[config.mk]
export PLATFORM = sky130hd
export DESIGN_NAME = issa_alu
export DESIGN_NICKNAME = d
export VERILOG_FILES = /design/src/hw/issa_pkg.sv /design/src/hw/issa_alu.sv /design/src/hw/issa_divider.sv
export SDC_FILE = /design/constraint.sdc
export NUM_CORES = 1
export LEC_CHECK = 0
export BUFFER_PORTS_ARGS = -buffer_cell sky130_fd_sc_hd__buf_2
export CORE_MARGIN = 2
export CORE_UTILIZATION = 25
export CTS_CLUSTER_SIZE = 28
export DETAILED_ROUTE_END_ITERATION = 7
export MAX_ROUTING_LAYER = met4
export PLACE_DENSITY_LB_ADDON = 0.1
export SLEW_MARGIN = 20
export SYNTH_ARGS = -nofsm -noshare
export SYNTH_HDL_FRONTEND = slang
export SYNTH_SLANG_ARGS = --single-unit
[constraint.sdc]
create_clock -name CLK_SYS -period 4.7 [get_ports CLK_SYS]
set_clock_uncertainty 0.05 [all_clocks]
set_input_delay 0.235 -clock CLK_SYS [delete_from_list [all_inputs] [get_ports CLK_SYS]]
set_output_delay 0.235 -clock CLK_SYS [all_outputs]
set_load 0.03 [all_outputs]
[src/hw/issa_pkg.sv]
/*
  shared constants and types for the integer shift/subtract/tag datapath.
  assumes a 32-bit word and a single core clock.
*/
package issa_pkg;
  // ----------------------------------------------------------------
  // widths
  // ----------------------------------------------------------------
  localparam int WORD_W      = 32;
  localparam int SHAMT_W     = 5;
  localparam int TAG_W       = 2;
  localparam int SP_ALIGN_W  = 4;    // stack moves in steps of 16
  localparam int DIV_STEPS   = 32;

  // ----------------------------------------------------------------
  // reset values
  // ----------------------------------------------------------------
  localparam logic [31:0] RST_WORD = 32'h0000_0000;
  localparam logic        RST_FLAG = 1'b0;

  // ----------------------------------------------------------------
  // operation codes presented by decode
  // ----------------------------------------------------------------
  typedef enum logic [3:0] {
    OP_SHIFT_LEFT   = 4'h0,
    OP_ARITH_SHR    = 4'h1,
    OP_LOGIC_SHR    = 4'h2,
    OP_SUBTRACT     = 4'h3,
    OP_TAGGED_ADD   = 4'h4,
    OP_TAGGED_SUB   = 4'h5,
    OP_CARRY_TEST   = 4'h6,
    OP_OVF_TEST     = 4'h7,
    OP_UNSIGNED_DIVIDE_OP         = 4'h8,
    OP_UNSIGNED_REMAINDER_OP         = 4'h9,
    OP_XOR          = 4'ha,
    OP_RETURN       = 4'hb
  } issa_op_t;

  typedef enum logic [2:0] {
    ST_IDLE = 3'b001,
    ST_DIV  = 3'b010,
    ST_DONE = 3'b100
  } issa_state_t;
endpackage

[src/hw/issa_alu.sv]
/*
  integer execution slice: shifts, subtract, tagged add/sub, flag tests,
  unsigned divide/remainder, xor and the tail of subroutine return.
  assumes decode holds operands steady while BUSY is high and issues
  a new op only when BUSY is low.
*/
// Notes on behaviour
// - return from register offset moves stack pointer by offset rounded down to 16
// - negative return offset raises illegal instruction instead of executing
// - fetch fault after return saves new target, not return address
// - shift count is the low five source bits only
// - left shift fills vacated low bits with zeros
// - arithmetic right shift replicates the sign bit
// - logical right shift fills vacated high bits with zeros
// - three-operand shifts write accumulator, leave destination alone
// - subtract writes destination minus source to destination or accumulator
// - subtract sets carry on borrow, overflow on signed overflow, else clears
// - tagged ops set test flag on nonzero tag bits, else copy overflow
// - tagged add writes sum only if test flag clear; carry, overflow updated only when tags are clean
// - tagged subtract writes difference only if test flag clear
// - carry test copies carry into test flag then clears carry
// - overflow test copies overflow into test flag then clears overflow
// - unsigned divide writes quotient, clears carry, keeps overflow
// - unsigned remainder writes remainder, clears carry, keeps overflow
// - zero divisor raises zero divide exception and writes nothing
// - xor writes bitwise xor to destination or accumulator
// - return operand must use stack offset mode, else illegal instruction
module issa_alu (
  input  wire logic        CLK_SYS,
  input  wire logic        RST_B,
  input  wire logic        OP_VALID,
  input  wire logic [3:0]  OP_CODE,
  input  wire logic        THREE_OPERAND,
  input  wire logic        STACK_OFFSET_MODE,
  input  wire logic [31:0] SRC_OPERAND,
  input  wire logic [31:0] DST_OPERAND,
  input  wire logic [31:0] STACK_POINTER_IN,
  input  wire logic [31:0] RETURN_TARGET,
  input  wire logic        TARGET_FETCH_FAULT,
  output logic             BUSY,
  output logic             RESULT_VALID,
  output logic [31:0]      RESULT,
  output logic             WRITE_DST,
  output logic             WRITE_ACC,
  output logic             CARRY_FLAG,
  output logic             OVERFLOW_FLAG,
  output logic             TEST_FLAG,
  output logic             STACK_POINTER_WRITE,
  output logic [31:0]      STACK_POINTER,
  output logic             PC_WRITE,
  output logic [31:0]      PC_NEXT,
  output logic             ILLEGAL_INSTR_EXC,
  output logic             ZERO_DIVIDE_EXC,
  output logic             FETCH_FAULT_EXC,
  output logic [31:0]      SAVED_PC
);
  issa_pkg::issa_op_t    op;
  issa_pkg::issa_state_t state;
  logic [4:0]  shamt;
  logic [31:0] shl_res;
  logic [31:0] ashr_res;
  logic [31:0] lshr_res;
  logic [32:0] diff_ext;
  logic [32:0] sum_ext;
  logic        sub_ovf;
  logic        add_ovf;
  logic        tag_bad;
  logic        start_div;
  logic        div_done;
  logic [31:0] div_quot;
  logic [31:0] div_rem;
  logic        div_is_rem;
  logic [31:0] sp_step;
  logic        issue;

  assign op    = issa_pkg::issa_op_t'(OP_CODE);
  assign issue = OP_VALID && (state == issa_pkg::ST_IDLE);

  // ----------------------------------------------------------------
  // combinational datapath
  // ----------------------------------------------------------------
  always_comb begin
    shamt    = SRC_OPERAND[issa_pkg::SHAMT_W-1:0];
    shl_res  = DST_OPERAND << shamt;
    ashr_res = $unsigned($signed(DST_OPERAND) >>> shamt);
    lshr_res = DST_OPERAND >> shamt;
    diff_ext = {1'b0, DST_OPERAND} - {1'b0, SRC_OPERAND};
    sum_ext  = {1'b0, DST_OPERAND} + {1'b0, SRC_OPERAND};
    sub_ovf  = (DST_OPERAND[31] != SRC_OPERAND[31]) && (diff_ext[31] != DST_OPERAND[31]);
    add_ovf  = (DST_OPERAND[31] == SRC_OPERAND[31]) && (sum_ext[31] != DST_OPERAND[31]);
    tag_bad  = (SRC_OPERAND[issa_pkg::TAG_W-1:0] != 2'h0)
             || (DST_OPERAND[issa_pkg::TAG_W-1:0] != 2'h0);
    // low four bits of the offset never reach the stack pointer
    sp_step  = {SRC_OPERAND[31:issa_pkg::SP_ALIGN_W], 4'h0};
  end

  // ----------------------------------------------------------------
  // divider
  // ----------------------------------------------------------------
  assign start_div = issue && (op == issa_pkg::OP_UNSIGNED_DIVIDE_OP || op == issa_pkg::OP_UNSIGNED_REMAINDER_OP)
                   && (SRC_OPERAND != issa_pkg::RST_WORD);

  issa_divider u_div (
    .clk       (CLK_SYS),
    .rst_b     (RST_B),
    .start     (start_div),
    .dividend  (DST_OPERAND),
    .divisor   (SRC_OPERAND),
    .done      (div_done),
    .quotient  (div_quot),
    .remainder (div_rem)
  );

  // ----------------------------------------------------------------
  // sequencing: single-cycle ops finish at once, divide iterates
  // ----------------------------------------------------------------
  always_ff @(posedge CLK_SYS) begin
    if (!RST_B) begin
      state      <= issa_pkg::ST_IDLE;
      BUSY       <= 1'b0;
      div_is_rem <= 1'b0;
    end else begin
      unique case (state)
        issa_pkg::ST_IDLE: begin
          if (start_div) begin
            state      <= issa_pkg::ST_DIV;
            BUSY       <= 1'b1;
            div_is_rem <= (op == issa_pkg::OP_UNSIGNED_REMAINDER_OP);
          end
        end
        issa_pkg::ST_DIV: begin
          if (div_done) begin
            state <= issa_pkg::ST_DONE;
          end
        end
        issa_pkg::ST_DONE: begin
          state <= issa_pkg::ST_IDLE;
          BUSY  <= 1'b0;
        end
        default: begin
          state <= issa_pkg::ST_IDLE;
          BUSY  <= 1'b0;
        end
      endcase
    end
  end

  // ----------------------------------------------------------------
  // result and write enables
  // ----------------------------------------------------------------
  always_ff @(posedge CLK_SYS) begin
    if (!RST_B) begin
      RESULT_VALID <= 1'b0;
      RESULT       <= issa_pkg::RST_WORD;
      WRITE_DST    <= 1'b0;
      WRITE_ACC    <= 1'b0;
    end else begin
      RESULT_VALID <= 1'b0;
      WRITE_DST    <= 1'b0;
      WRITE_ACC    <= 1'b0;
      if (state == issa_pkg::ST_DIV && div_done) begin
        RESULT_VALID <= 1'b1;
        WRITE_DST    <= 1'b1;
        RESULT       <= div_is_rem ? div_rem : div_quot;
      end else if (issue) begin
        unique case (op)
          issa_pkg::OP_SHIFT_LEFT, issa_pkg::OP_ARITH_SHR,
          issa_pkg::OP_LOGIC_SHR, issa_pkg::OP_SUBTRACT, issa_pkg::OP_XOR: begin
            RESULT_VALID <= 1'b1;
            WRITE_ACC    <= THREE_OPERAND;
            WRITE_DST    <= !THREE_OPERAND;
            if (op == issa_pkg::OP_SHIFT_LEFT) begin
              RESULT <= shl_res;
            end else if (op == issa_pkg::OP_ARITH_SHR) begin
              RESULT <= ashr_res;
            end else if (op == issa_pkg::OP_LOGIC_SHR) begin
              RESULT <= lshr_res;
            end else if (op == issa_pkg::OP_SUBTRACT) begin
              RESULT <= diff_ext[31:0];
            end else begin
              RESULT <= DST_OPERAND ^ SRC_OPERAND;
            end
          end
          issa_pkg::OP_TAGGED_ADD: begin
            RESULT_VALID <= 1'b1;
            RESULT       <= sum_ext[31:0];
            WRITE_DST    <= !(tag_bad || add_ovf);
          end
          issa_pkg::OP_TAGGED_SUB: begin
            RESULT_VALID <= 1'b1;
            RESULT       <= diff_ext[31:0];
            WRITE_DST    <= !(tag_bad || sub_ovf);
          end
          default: begin
            RESULT <= RESULT;
          end
        endcase
      end
    end
  end

  // ----------------------------------------------------------------
  // status flags
  // ----------------------------------------------------------------
  always_ff @(posedge CLK_SYS) begin
    if (!RST_B) begin
      CARRY_FLAG    <= issa_pkg::RST_FLAG;
      OVERFLOW_FLAG <= issa_pkg::RST_FLAG;
      TEST_FLAG     <= issa_pkg::RST_FLAG;
    end else if (issue) begin
      unique case (op)
        issa_pkg::OP_SUBTRACT: begin
          CARRY_FLAG    <= diff_ext[32];
          OVERFLOW_FLAG <= sub_ovf;
        end
        issa_pkg::OP_TAGGED_ADD: begin
          // on a bad tag the arithmetic flags are not touched
          if (tag_bad) begin
            TEST_FLAG <= 1'b1;
          end else begin
            CARRY_FLAG    <= sum_ext[32];
            OVERFLOW_FLAG <= add_ovf;
            TEST_FLAG     <= add_ovf;
          end
        end
        issa_pkg::OP_TAGGED_SUB: begin
          if (tag_bad) begin
            TEST_FLAG <= 1'b1;
          end else begin
            CARRY_FLAG    <= diff_ext[32];
            OVERFLOW_FLAG <= sub_ovf;
            TEST_FLAG     <= sub_ovf;
          end
        end
        issa_pkg::OP_CARRY_TEST: begin
          TEST_FLAG  <= CARRY_FLAG;
          CARRY_FLAG <= 1'b0;
        end
        issa_pkg::OP_OVF_TEST: begin
          TEST_FLAG     <= OVERFLOW_FLAG;
          OVERFLOW_FLAG <= 1'b0;
        end
        issa_pkg::OP_UNSIGNED_DIVIDE_OP, issa_pkg::OP_UNSIGNED_REMAINDER_OP: begin
          if (SRC_OPERAND != issa_pkg::RST_WORD) begin
            CARRY_FLAG <= 1'b0;
          end
        end
        default: begin
          CARRY_FLAG <= CARRY_FLAG;
        end
      endcase
    end
  end

  // ----------------------------------------------------------------
  // exceptions and return tail
  // ----------------------------------------------------------------
  always_ff @(posedge CLK_SYS) begin
    if (!RST_B) begin
      ILLEGAL_INSTR_EXC   <= 1'b0;
      ZERO_DIVIDE_EXC     <= 1'b0;
      FETCH_FAULT_EXC     <= 1'b0;
      SAVED_PC            <= issa_pkg::RST_WORD;
      STACK_POINTER_WRITE <= 1'b0;
      STACK_POINTER       <= issa_pkg::RST_WORD;
      PC_WRITE            <= 1'b0;
      PC_NEXT             <= issa_pkg::RST_WORD;
    end else begin
      ILLEGAL_INSTR_EXC   <= 1'b0;
      ZERO_DIVIDE_EXC     <= 1'b0;
      FETCH_FAULT_EXC     <= 1'b0;
      STACK_POINTER_WRITE <= 1'b0;
      PC_WRITE            <= 1'b0;
      if (issue && (op == issa_pkg::OP_UNSIGNED_DIVIDE_OP || op == issa_pkg::OP_UNSIGNED_REMAINDER_OP)
          && SRC_OPERAND == issa_pkg::RST_WORD) begin
        ZERO_DIVIDE_EXC <= 1'b1;
      end
      if (issue && op == issa_pkg::OP_RETURN) begin
        if (!STACK_OFFSET_MODE || SRC_OPERAND[31]) begin
          ILLEGAL_INSTR_EXC <= 1'b1;
        end else begin
          STACK_POINTER_WRITE <= 1'b1;
          STACK_POINTER       <= STACK_POINTER_IN + sp_step;
          PC_WRITE            <= 1'b1;
          PC_NEXT             <= RETURN_TARGET;
          if (TARGET_FETCH_FAULT) begin
            FETCH_FAULT_EXC <= 1'b1;
            SAVED_PC        <= RETURN_TARGET;
          end
        end
      end
    end
  end
endmodule // issa_alu

[src/hw/issa_divider.sv]
/*
  unsigned restoring divider, one quotient bit per cycle.
  assumes operands stay free to change once start has been seen.
*/
module issa_divider (
  input  wire logic        clk,
  input  wire logic        rst_b,
  input  wire logic        start,
  input  wire logic [31:0] dividend,
  input  wire logic [31:0] divisor,
  output logic             done,
  output logic [31:0]      quotient,
  output logic [31:0]      remainder
);
  logic [31:0] dvsr;
  logic [5:0]  count;
  logic        busy;
  logic [32:0] trial;

  // --------------------------------------------------------------
  // iteration
  // --------------------------------------------------------------
  always_comb begin
    trial = {remainder, quotient[31]} - {1'b0, dvsr};
  end

  always_ff @(posedge clk) begin
    if (!rst_b) begin
      busy      <= 1'b0;
      done      <= 1'b0;
      count     <= 6'h00;
      dvsr      <= issa_pkg::RST_WORD;
      quotient  <= issa_pkg::RST_WORD;
      remainder <= issa_pkg::RST_WORD;
    end else begin
      done <= 1'b0;
      if (start && !busy) begin
        busy      <= 1'b1;
        count     <= 6'(issa_pkg::DIV_STEPS);
        dvsr      <= divisor;
        quotient  <= dividend;
        remainder <= issa_pkg::RST_WORD;
      end else if (busy) begin
        if (trial[32]) begin
          remainder <= {remainder[30:0], quotient[31]};
          quotient  <= {quotient[30:0], 1'b0};
        end else begin
          remainder <= trial[31:0];
          quotient  <= {quotient[30:0], 1'b1};
        end
        count <= count - 6'h01;
        if (count == 6'h01) begin
          busy <= 1'b0;
          done <= 1'b1;
        end
      end
    end
  end
endmodule // issa_divider

== Yosys cells after proc, flatten, opt, wreduce, memory -nomap -nowiden ==
Index checks and enable logic that the tools add are counted.
Operators by class
  add/sub/neg operators: 5
  multipliers: 0
  divide/modulo/power cells: 0
  order comparisons: 0
  equal/unequal tests: 23
  shifts and indexed selects: 3
  multiplexer cells: 43
  bitwise gates (word level): 8
  reduce and logical (&&, ||, !) cells: 47
Operators by type and width (number)
  $mux W32: 10
  $pmux W32 S3: 1
  $add A32 B32 Y33: 1
  $sub A32 B32 Y33: 1
  $sub A33 B32 Y33: 1
  $add A32 B32 Y32: 1
  $logic_not A32 Y1: 1
  $reduce_bool A32 Y1: 1
  $shl A32 B5 Y32: 1
  $shr A32 B5 Y32: 1
  $sshr A32 B5 Y32: 1
  $xor A32 B32 Y32: 1
  $mux W1: 22
  $eq A4 B3 Y1 const B: 4
  $eq A4 B4 Y1 const B: 4
  $reduce_and A2 Y1: 7
  $mux W6: 2
  $reduce_bool A4 Y1: 3
  $logic_and A1 B1 Y1: 9
  $eq A4 B2 Y1 const B: 2
  $pmux W1 S4: 2
  $reduce_bool A2 Y1: 4
  $not A1 Y1: 7
  $reduce_or A7 Y1: 1
  other kinds (25): 41
Storage, ports and cells
  bits in registers: 247
  latch bits: 0
  memory bits (writable): 0
  memory bits (read-only): 0
  input port bits: 138
  output and inout port bits: 140
  logic and storage cells: 153
  memories: 0

== Logic depth before layout (Yosys ltp) ==
Gate-level depths: netlist (run 1).
  word-level depth: 8
  gate-level depth with buffers: 16
  depth with buffers taken out: 14

== Cells and area by module ==
Synthesis (run 1) repeated with hierarchy kept, for this count alone.
Second synthesis, totals
  cell total of the unflattened synthesis: 2922
  area total of the unflattened synthesis: 22240.1 sq um
By module, submodules not included
  issa_alu: times used 1, cells each 2114, area an instance 15979.1 sq um, seq. area each 2862.7 sq um
  issa_divider: times used 1, cells each 808, area an instance 6261.0 sq um, seq. area each 2082.0 sq um

== Worst setup path before layout (run 1) ==
Ideal clock, no wire load.
  path type: input to register
  start: input port SRC_OPERAND[2]
  end: register TEST_FLAG
  library setup time: 0.122 ns
  arrival time: 3.594 ns
  required time: 4.528 ns
  slack: 0.934 ns
  stages on the path: 16
  path buffers: 3
  cell sequence: clkinv_1 > clkbuf_1 > clkbuf_1 > ha_1 > clkbuf_1 > inv_1 > o221ai_1 > a211o_1 > a311oi_2 > nor2_1 > o41a_1 > o41ai_4 > xor2_1 > a31oi_1 > nor3b_1 > o21ai_1
On the way
  cells in the longest elaborated chain, start to end: 5
  elaborated cells between the ends (all ways): 9
  those cells by class: 2 x add/sub; 2 x eq/ne; 3 x mux; 2 x reduce/logical
RTL lines
  start: declaration: RTL line issa_alu.sv:35  | input wire logic [31:0] SRC_OPERAND,
  $sub A32 B32 Y33 / $add A32 B32 Y33 (equally long branches): RTL line issa_alu.sv:87, issa_alu.sv:88
  $ne A1 B1 Y1 (on tied branches): RTL line issa_alu.sv:89, issa_alu.sv:90
  $logic_and A1 B1 Y1 (on tied branches): RTL line issa_alu.sv:89, issa_alu.sv:90
  $mux W1 (on tied branches): RTL line issa_alu.sv:227, issa_alu.sv:218
  $pmux W1 S4 *: RTL line issa_alu.sv:211  | unique case (op)
  end signal: assignment: RTL line issa_alu.sv:209  | TEST_FLAG <= issa_pkg::RST_FLAG;
  end signal: assignment: RTL line issa_alu.sv:223  | TEST_FLAG <= add_ovf;
  end signal: assignment: RTL line issa_alu.sv:232  | TEST_FLAG <= sub_ovf;
  end: declaration: RTL line issa_alu.sv:47  | output logic TEST_FLAG,
Mark *: on every way between the ends. The rest lies on a longest branch, timed or not.
A chain may end at the register's enable or synchronous reset.

== Worst setup path after layout (run 1) ==
  start: input port SRC_OPERAND[0]
  end: register RESULT[18]
On the way
  cells in the longest elaborated chain, start to end: 8
  elaborated cells between the ends (all ways): 12
  those cells by class: 2 x add/sub; 3 x shift; 7 x mux
RTL lines
  $sub A32 B32 Y33: RTL line issa_alu.sv:87  | diff_ext = {1'b0, DST_OPERAND} - {1'b0, SRC_OPERAND};
  $mux W32: RTL line issa_alu.sv:178  | end else if (op == issa_pkg::OP_SUBTRACT) begin
  $mux W32: RTL line issa_alu.sv:176  | end else if (op == issa_pkg::OP_LOGIC_SHR) begin
  $mux W32: RTL line issa_alu.sv:174  | end else if (op == issa_pkg::OP_ARITH_SHR) begin
  $mux W32: RTL line issa_alu.sv:172  | if (op == issa_pkg::OP_SHIFT_LEFT) begin
  $pmux W32 S3 *: RTL line issa_alu.sv:166  | unique case (op)
  $mux W32 *: RTL line issa_alu.sv:165  | end else if (issue) begin
  $mux W32 *: RTL line issa_alu.sv:161  | if (state == issa_pkg::ST_DIV && div_done) begin
  end signal: assignment: RTL line issa_alu.sv:164  | RESULT <= div_is_rem ? div_rem : div_quot;
  end signal: assignment: RTL line issa_alu.sv:173  | RESULT <= shl_res;
  end signal: assignment: RTL line issa_alu.sv:175  | RESULT <= ashr_res;
  end: declaration: RTL line issa_alu.sv:42  | output logic [31:0] RESULT,
Mark *: on every way between the ends. The rest lies on a longest branch, timed or not. The select of a mux whose other input is x is not followed.

==> summary.txt, run 1 <==
Logic synthesis
  – Seq/Total Area, Yosys: 23.6%
  – YS warnings: 0
  – Syn Nets: 3123
  – Async S/R FF share, synth: 0%
  – Most used DFF post-synth: dfxtp_1
  – Syn Std Cell Area: 21000 µm²
  – Synth Register Bits: 247
  – EDFF count, synth: 0
  – Unique masters post-synth: 82
  – Post-Syn Instances: 2855
  – Avg Inst Size Synth: 7.35 µm²

STA
  – Post-layout min period: 3.78 ns
  – Final setup viols: 0
  – Final period util: 80.3%
  – Hold slack: 0.0186 ns
  – RSZ-0062 raised after global routing: false
  – Fmax: 265 MHz
  – Slew @ Worst Pin: 1.20 ns
  – Fin. Hold Viols: 0
  – Slew Limit Fails: 0
  – TNS Setup: 0 ns
  – Relative slew slack: 19.5%
  – Worst setup slack after layout: 0.924 ns

Drt
  – DRT Wirelength: 119000 µm
  – DR WL/cell: 28.3 µm
  – Drt via density: 5.61
  – DR iter-0 viols: 2290
  – Via count: 23600
  – DRC errors left: 0
  – Antenna Violating Nets Remaining: 0
  – First drt pass iteration count: 6

Clock network
  – Clk Latency, worst-skew pair: 0.57 ns
  – Post_cts resized: 0
  – Clock root buffer: clkbuf_16
  – CTS tree: done
  – CTS buffer count: 34
  – Postcts setup bufs: 0
  – Max Buffers Root-to-Sink: 3
  – Hold Buf Count CTS: 45
  – Clock Pin Slew Worst Setup and Hold Paths: 0.06 ns
  – Htree depth: 2
  – Clock sink count: 247

Setup path
  – Reg2reg end: u_div.remainder[30]$_SDFFE_PP0P_
  – CP max stage cell: a2111oi_0
  – CP startpoint kind: input pin
  – R2r worst-path depth: 14
  – CP endpoint kind: flip-flop
  – Critical path required time: 5.05 ns
  – CP Max Fanout: 15
  – WS Path Type: in2reg
  – Worst flop-to-flop path startpoint: u_div.quotient[31]$_SDFFE_PN0P_
  – Slowest stage delay, CP: 0.90 ns
  – WP data arrival: 4.13 ns
  – CP cell instances: buf_4 -> ha_1 -> fa_1 -> nand2b_1 -> a21oi_1 -> a21oi_1 -> o211ai_1 -> a21o_1 -> o21ai_0 -> a22o_1 -> a2111oi_0 -> o21ai_0
  – R2R Setup Slk: 0.94 ns

Power
  – Leakage power: 10.3 nW
  – P_sw: 0.00285 W
  – Total Power: 0.00757 W
  – VDD IR-drop max: 0.253 mV
  – Comb pwr share: 33.7%
  – Part of the power in registers: 29.2%
  – Internal: 0.00473 W
  – Sw Share: 37.6%
  – PwrDens: 299 nW/µm²
  – Clock Power Share: 37.1%

Global route
  – Global-route wire length before repair: 169000 µm
  – Initial antenna violation count: 12
  – Total GRT Usage: 27.6%
  – Number of global-route vias before repair: 22700
  – Remaining Overflow, GRT: 0
  – Largest net degree at the start of global routing: 74

Placement
  – Number of buffers added on ports: 277
  – Placed instance count: 4095
  – RD Place Congestion: 1.02
  – Setup WS pre-CTS: 0.481 ns
  – Post-DP HPWL: 92700 µm

Floorplanning
  – DIE AREA: 86300 µm²
  – Die boundary height: 294 µm
  – # rows: 106
  – Core Region: 83400 µm²
  – Die X: 294 µm
  – Initial Util: 25.2%
  – Num ports: 278

Cells and area
  – Commonest non-fill, non-tap cell in the layout: a21oi_1
  – Share of cells above drive strength 1: 16.6%
  – Layout Nets: 3364
  – Syn-to-layout area delta: 20.8%
  – Non-filler cells, final: 4208
  – Leading cell types in the layout, fill and taps excluded: a21oi_1, nand2_1, nor2_1, buf_2, dfxtp_1

Hold path
  – Hold Path Stages: 4
  – Start point of the worst hold path: STACK_POINTER_IN[4]
  – WHS Endpoint: STACK_POINTER[4]$_SDFFE_PN0P_
  – Hold WC Path Type: in2reg

Flow run
  – Max-cap check violation count: 0

Outcome
  – Status: finished, final reports clean
-- stage by stage --
stage | cell area (µm²) | util (%)
3_5_place_dp | 23700 | 28.4
3_3_place_gp | 23700 | 28.4
5_1_grt | 25300 | 30.4
4_1_cts | 25300 | 30.4
2_1_floorplan | 21000 | -
6_report | 25300 | 30.4
-- cells by family (layout without fill, tap and decap cells) --
family	after synthesis	count (layout)	synth area share [%]
simple gates	941	941	19.7
compound gates	953	953	27.5
mux	168	168	11.3
fa+ha+maj	130	130	7.89
flops	247	247	23.6
buf+inv	318	582	5.88
xor+xnor	98	98	4.09
other cells	0	9	0
-- layout make-up --
cell class	count	area, µm²
Fill cell	9051	58100
Multi-Input combinational cell	2290	14900
Sequential cell	247	4950
Timing Repair Buffer	411	2560
Tap cell	1080	1350
Clock buffer	47	970
Inverter	112	425
Clock inverter	12	218
Antenna cell	9	22.5
-- Yosys cell counts (10+ instances only) --
library cell / n / area share, %
o21a_1: 20 / 0.72
nor4_1: 13 / 0.39
xor2_1: 35 / 1.5
nand4_1: 16 / 0.48
nand3_1: 39 / 0.93
ha_1: 126 / 7.5
nand2b_1: 35 / 1.0
mux4_2: 55 / 5.9
o211ai_1: 30 / 1.1
inv_1: 106 / 1.9
or3_1: 21 / 0.63
buf_1: 20 / 0.36
o22ai_1: 15 / 0.45
o31ai_1: 25 / 0.89
a211oi_1: 36 / 1.3
o21bai_1: 17 / 0.61
o221ai_1: 15 / 0.63
a31oi_1: 34 / 1.0
mux2i_1: 106 / 5.1
dfxtp_1: 247 / 24
nor3_1: 46 / 1.1
nor2_1: 305 / 5.5
a21oi_1: 417 / 9.9
a221oi_1: 13 / 0.54
a21o_1: 43 / 1.5
xnor2_1: 63 / 2.6
clkbuf_1: 162 / 2.9
a2111oi_0: 10 / 0.42
and3_1: 18 / 0.54
nor2b_1: 24 / 0.72
or2_2: 16 / 0.48
nand2_1: 376 / 6.7
buf_2: 21 / 0.50
o21ai_0: 186 / 4.4
-- worst max path at each step --
stage,startpoint,end,slack (ns),cells past startpoint
2_1_floorplan,SRC_OPERAND[2],TEST_FLAG$_SDFFE_PN0P_,0.93,16
3_3_place_gp,SRC_OPERAND[10],RESULT[27]$_SDFFE_PN0P_,0.48,13
3_5_place_dp,SRC_OPERAND[0],RESULT[18]$_SDFFE_PN0P_,0.48,12
4_1_cts,u_div.quotient[31]$_SDFFE_PN0P_,u_div.remainder[30]$_SDFFE_PP0P_,0.96,14
5_1_grt,u_div.quotient[31]$_SDFFE_PN0P_,u_div.remainder[30]$_SDFFE_PP0P_,0.69,14
6_report,SRC_OPERAND[0],RESULT[18]$_SDFFE_PN0P_,0.92,12
-- power groups by stage --
stage | clock network, W | logic [W] | registers [W]
3_3_place_gp | 0 | 0.00249 | 0.00226
3_5_place_dp | 0 | 0.00247 | 0.00226
5_1_grt | 0.00296 | 0.00273 | 0.00222
6_report | 0.00281 | 0.00255 | 0.00221
2_1_floorplan | 0 | 0.00152 | 0.00226
4_1_cts | 0.00288 | 0.00251 | 0.00221
-- routing by layer --
metal	GRT usage (%)	wire length, µm
met1	36.5	53000
met2	41.4	51700
met3	5.28	9180
met4	10.9	5070
met5	-	0
-- flip-flops by register name, indices dropped and copies added (netlist names), 3 cells and up --
signal           flops
SAVED_PC            32
u_div.remainder     32
PC_NEXT             32
u_div.quotient      32
STACK_POINTER       32
RESULT              32
state                3
u_div.dvsr          32
u_div.count          6
-- worst max-delay path: cells and delay by family --
| kind | cells | cell delay, ns |
|---|---|---|
| buf+inv | 1 | 0.21 |
| fa+ha+maj | 2 | 0.70 |
| simple gates | 1 | 0.19 |
| compound gates | 8 | 2.79 |
Power figures use the tool's default switching activity.
==> run 2, diff against run 1 <==
clock period = 3.4 ns   (was 4.7 ns; I/O delays follow)
==> run 2 against run 1 <==
Net effect: sequential share of layout area decreased by 1.6 points; clock power rose by 35%; largest power group is now combinational cells; global-route usage increased by 0.48 points.
==> summary.txt, run 2 (synthesis results as in run 1) <==
Floorplanning
  – Num ports: 278 (unchanged)
  – DIE AREA: 86300 µm² (unchanged)
  – Initial Util: 25.2% (unchanged)
  – # rows: 106 (unchanged)
  – Die boundary height: 294 µm (unchanged)
  – Die X: 294 µm (unchanged)
  – Core Region: 83400 µm² (unchanged)

STA
  – Slew @ Worst Pin: 1.06 ns (-0.141 ns)
  – Relative slew slack: 28.6% (+9.1 points)
  – Post-layout min period: 3.33 ns
  – Worst setup slack after layout: 0.0691 ns (-0.855 ns)
  – RSZ-0062 raised after global routing: true
  – Final period util: 98.0%
  – Fmax: 300 MHz
  – Hold slack: 0.00516 ns (-0.0134 ns)
  – Final setup viols: 0 (unchanged)
  – Slew Limit Fails: 0 (unchanged)
  – Fin. Hold Viols: 0 (unchanged)

Setup path
  – R2r worst-path depth: 14 (unchanged)
  – Slowest stage delay, CP: 0.54 ns (-0.36 ns)
  – WP data arrival: 3.78 ns (-0.35 ns)
  – CP endpoint kind: flip-flop
  – CP max stage cell: or4_4
  – Family with the most delay on the worst path: simple AND/OR/NAND/NOR gates
  – Most numerous cell on the critical path: o21ai_2
  – CP Max Fanout: 2 (-13)
  – WS Path Type: reg2reg
  – R2R Setup Slk: 0.07 ns (-0.87 ns)
  – Buffers & Inverters on Critical Path: 2 (+1)
  – CP startpoint kind: flip-flop
  – Worst flop-to-flop path startpoint: u_div.dvsr[17]$_SDFFE_PN0P_
  – CP cell instances: inv_1 -> ha_1 -> a21o_1 -> a21oi_2 -> o21ai_1 -> or4_1 -> o21ai_2 -> o211a_1 -> o31ai_2 -> buf_4 -> xnor2_2 -> or3_4 -> or4_4 -> o21ai_2
  – Reg2reg end: u_div.remainder[30]$_SDFFE_PP0P_
  – Critical path required time: 3.85 ns (-1.20 ns)

Clock network
  – Max Buffers Root-to-Sink: 3 (unchanged)
  – Clock root buffer: clkbuf_16
  – Clk Latency, worst-skew pair: 0.58 ns (about the same)
  – CTS buffer count: 35 (+2.9%)
  – Clock Pin Slew Worst Setup and Hold Paths: 0.06 ns (about the same)
  – Htree depth: 2 (unchanged)
  – CTS tree: done
  – Clock sink count: 247 (unchanged)

Outcome
  – Status: finished, final reports clean

Cells and area
  – Fillers: 8976 (-0.83%)
  – Register Area: 4950 µm² (unchanged)
  – Leading cell types in the layout, fill and taps excluded: a21oi_1, nand2_1, buf_4, nor2_1, buf_2
  – Share of cells above drive strength 1: 23.9% (+7.3 points)
  – Multi-input logic area: 14900 µm² (+0.35%)
  – Commonest non-fill, non-tap cell in the layout: a21oi_1
  – Layout Nets: 3660 (+8.8%)
  – Syn-to-layout area delta: 31.7%
  – Non-filler cells, final: 4501 (+7.0%)

Global route
  – Number of global-route vias before repair: 24200 (+6.3%)
  – Initial antenna violation count: 10 (-2)
  – Remaining Overflow, GRT: 0 (unchanged)
  – Largest net degree at the start of global routing: 118 (+59%)
  – Global-route wire length before repair: 173000 µm (+2.7%)
  – Total GRT Usage: 28.1% (+0.48 points)

Drt
  – DRT Wirelength: 121000 µm (+1.5%)
  – DRC errors left: 0 (unchanged)
  – Via count: 24800 (+5.2%)
  – Drt via density: 5.52 (-1.6%)
  – DR iter-0 viols: 2373 (+3.6%)
  – Antenna Violating Nets Remaining: 0 (unchanged)
  – DR WL/cell: 26.8 µm (-5.1%)
  – First drt pass iteration count: 5 (-1)

Hold path
  – Hold Path Stages: 4 (unchanged)
  – Start point of the worst hold path: SRC_OPERAND[19]
  – WHS Endpoint: u_div.dvsr[19]$_SDFFE_PN0P_
  – Hold WC Path Type: in2reg

Placement
  – RD Place Congestion: 0.999 (-1.7%)
  – Setup WS pre-CTS: -0.405 ns (-0.886 ns)
  – Number of buffers added on ports: 277 (unchanged)
  – Placed instance count: 4382 (+7.0%)
  – Post-DP HPWL: 95400 µm (+2.9%)

Power
  – Leakage power: 11.8 nW (+14%)
  – PwrDens: 394 nW/µm² (+32%)
  – VDD IR-drop max: 0.306 mV (+21%)
  – Total Power: 0.0109 W (+44%)

Flow run
  – Max-cap check violation count: 0 (unchanged)
## run 2: changes by cell type in the layout (fill, tap and decap cells not counted), sizes merged
cell,before,now
buf,366,654
dlygate4sd3,45,52
clkbuf,47,50
diode,9,6
bufinv,4,2
clkinv,7,6
clkinvlp,1,2
## run 2: worst max-delay path by stage
stage / from / end / depth (start not counted)
2_1_floorplan: SRC_OPERAND[2] / TEST_FLAG$_SDFFE_PN0P_ / 16
3_3_place_gp: DST_OPERAND[0] / RESULT[30]$_SDFFE_PN0P_ / 19
3_5_place_dp: DST_OPERAND[0] / RESULT[30]$_SDFFE_PN0P_ / 19
4_1_cts: u_div.quotient[31]$_SDFFE_PN0P_ / u_div.remainder[30]$_SDFFE_PP0P_ / 15
5_1_grt: u_div.quotient[31]$_SDFFE_PN0P_ / u_div.remainder[30]$_SDFFE_PP0P_ / 15
6_report: u_div.dvsr[17]$_SDFFE_PN0P_ / u_div.remainder[30]$_SDFFE_PP0P_ / 14
## run 2: area by class of cell
type                    count  area share (%)
flip-flops and latches    247            17.9
inverters                 112            1.54
repair buffers            706            17.6
diodes                      6          0.0543
multi-input cells        2290            53.9
well taps                1080            4.89
clock inverters            10           0.516
clock buffers              50            3.63
## run 2: layer usage
metal | routed length (µm) | up-vias | global-route usage [%] | share of wire [%]
li1 | - | 11400 | - | -
met5 | 0 | - | - | 0
met2 | 52200 | 1159 | 42.1 | 43
met1 | 54800 | 12200 | 38.2 | 45
met4 | 3630 | 0 | 7.79 | 3.0
met3 | 10100 | 162 | 5.60 | 8.4
## run 2: report_power, final
group          internal, W  total [W]  switching (W)
registers          0.00296    0.00306      0.0000928
logic              0.00163    0.00406        0.00243
clock network      0.00223    0.00378        0.00155
total              0.00682     0.0109        0.00407
## run 2: worst min-delay path: stages
cell and delay, ns:
buf_2 0.11, buf_4 0.17, nand2_1 0.08, a21oi_1 0.06
## run 2: repair_timing
| item | in CTS | in global routing |
|---|---|---|
| pin swaps | 0 | 5 |
| hold buffers | 52 | 0 |
| buffers inserted | 0 | 1 |
| hold endpoints to repair | 85 | 0 |
| resized for setup | 1 | 18 |
| endpoints found under the setup margin | 1 | 32 |
## run 2: through the flow
step | util (%) | TNS, ns | cell area (µm²)
after CTS | 33.1 | 0 | 27600
final | 33.1 | 0 | 27600
after detailed placement | 31.0 | -3.13 | 25900
after floorplan | - | 0 | 21000
after global placement | 31.0 | -3.30 | 25900
after global routing | 33.1 | -0.0756 | 27600
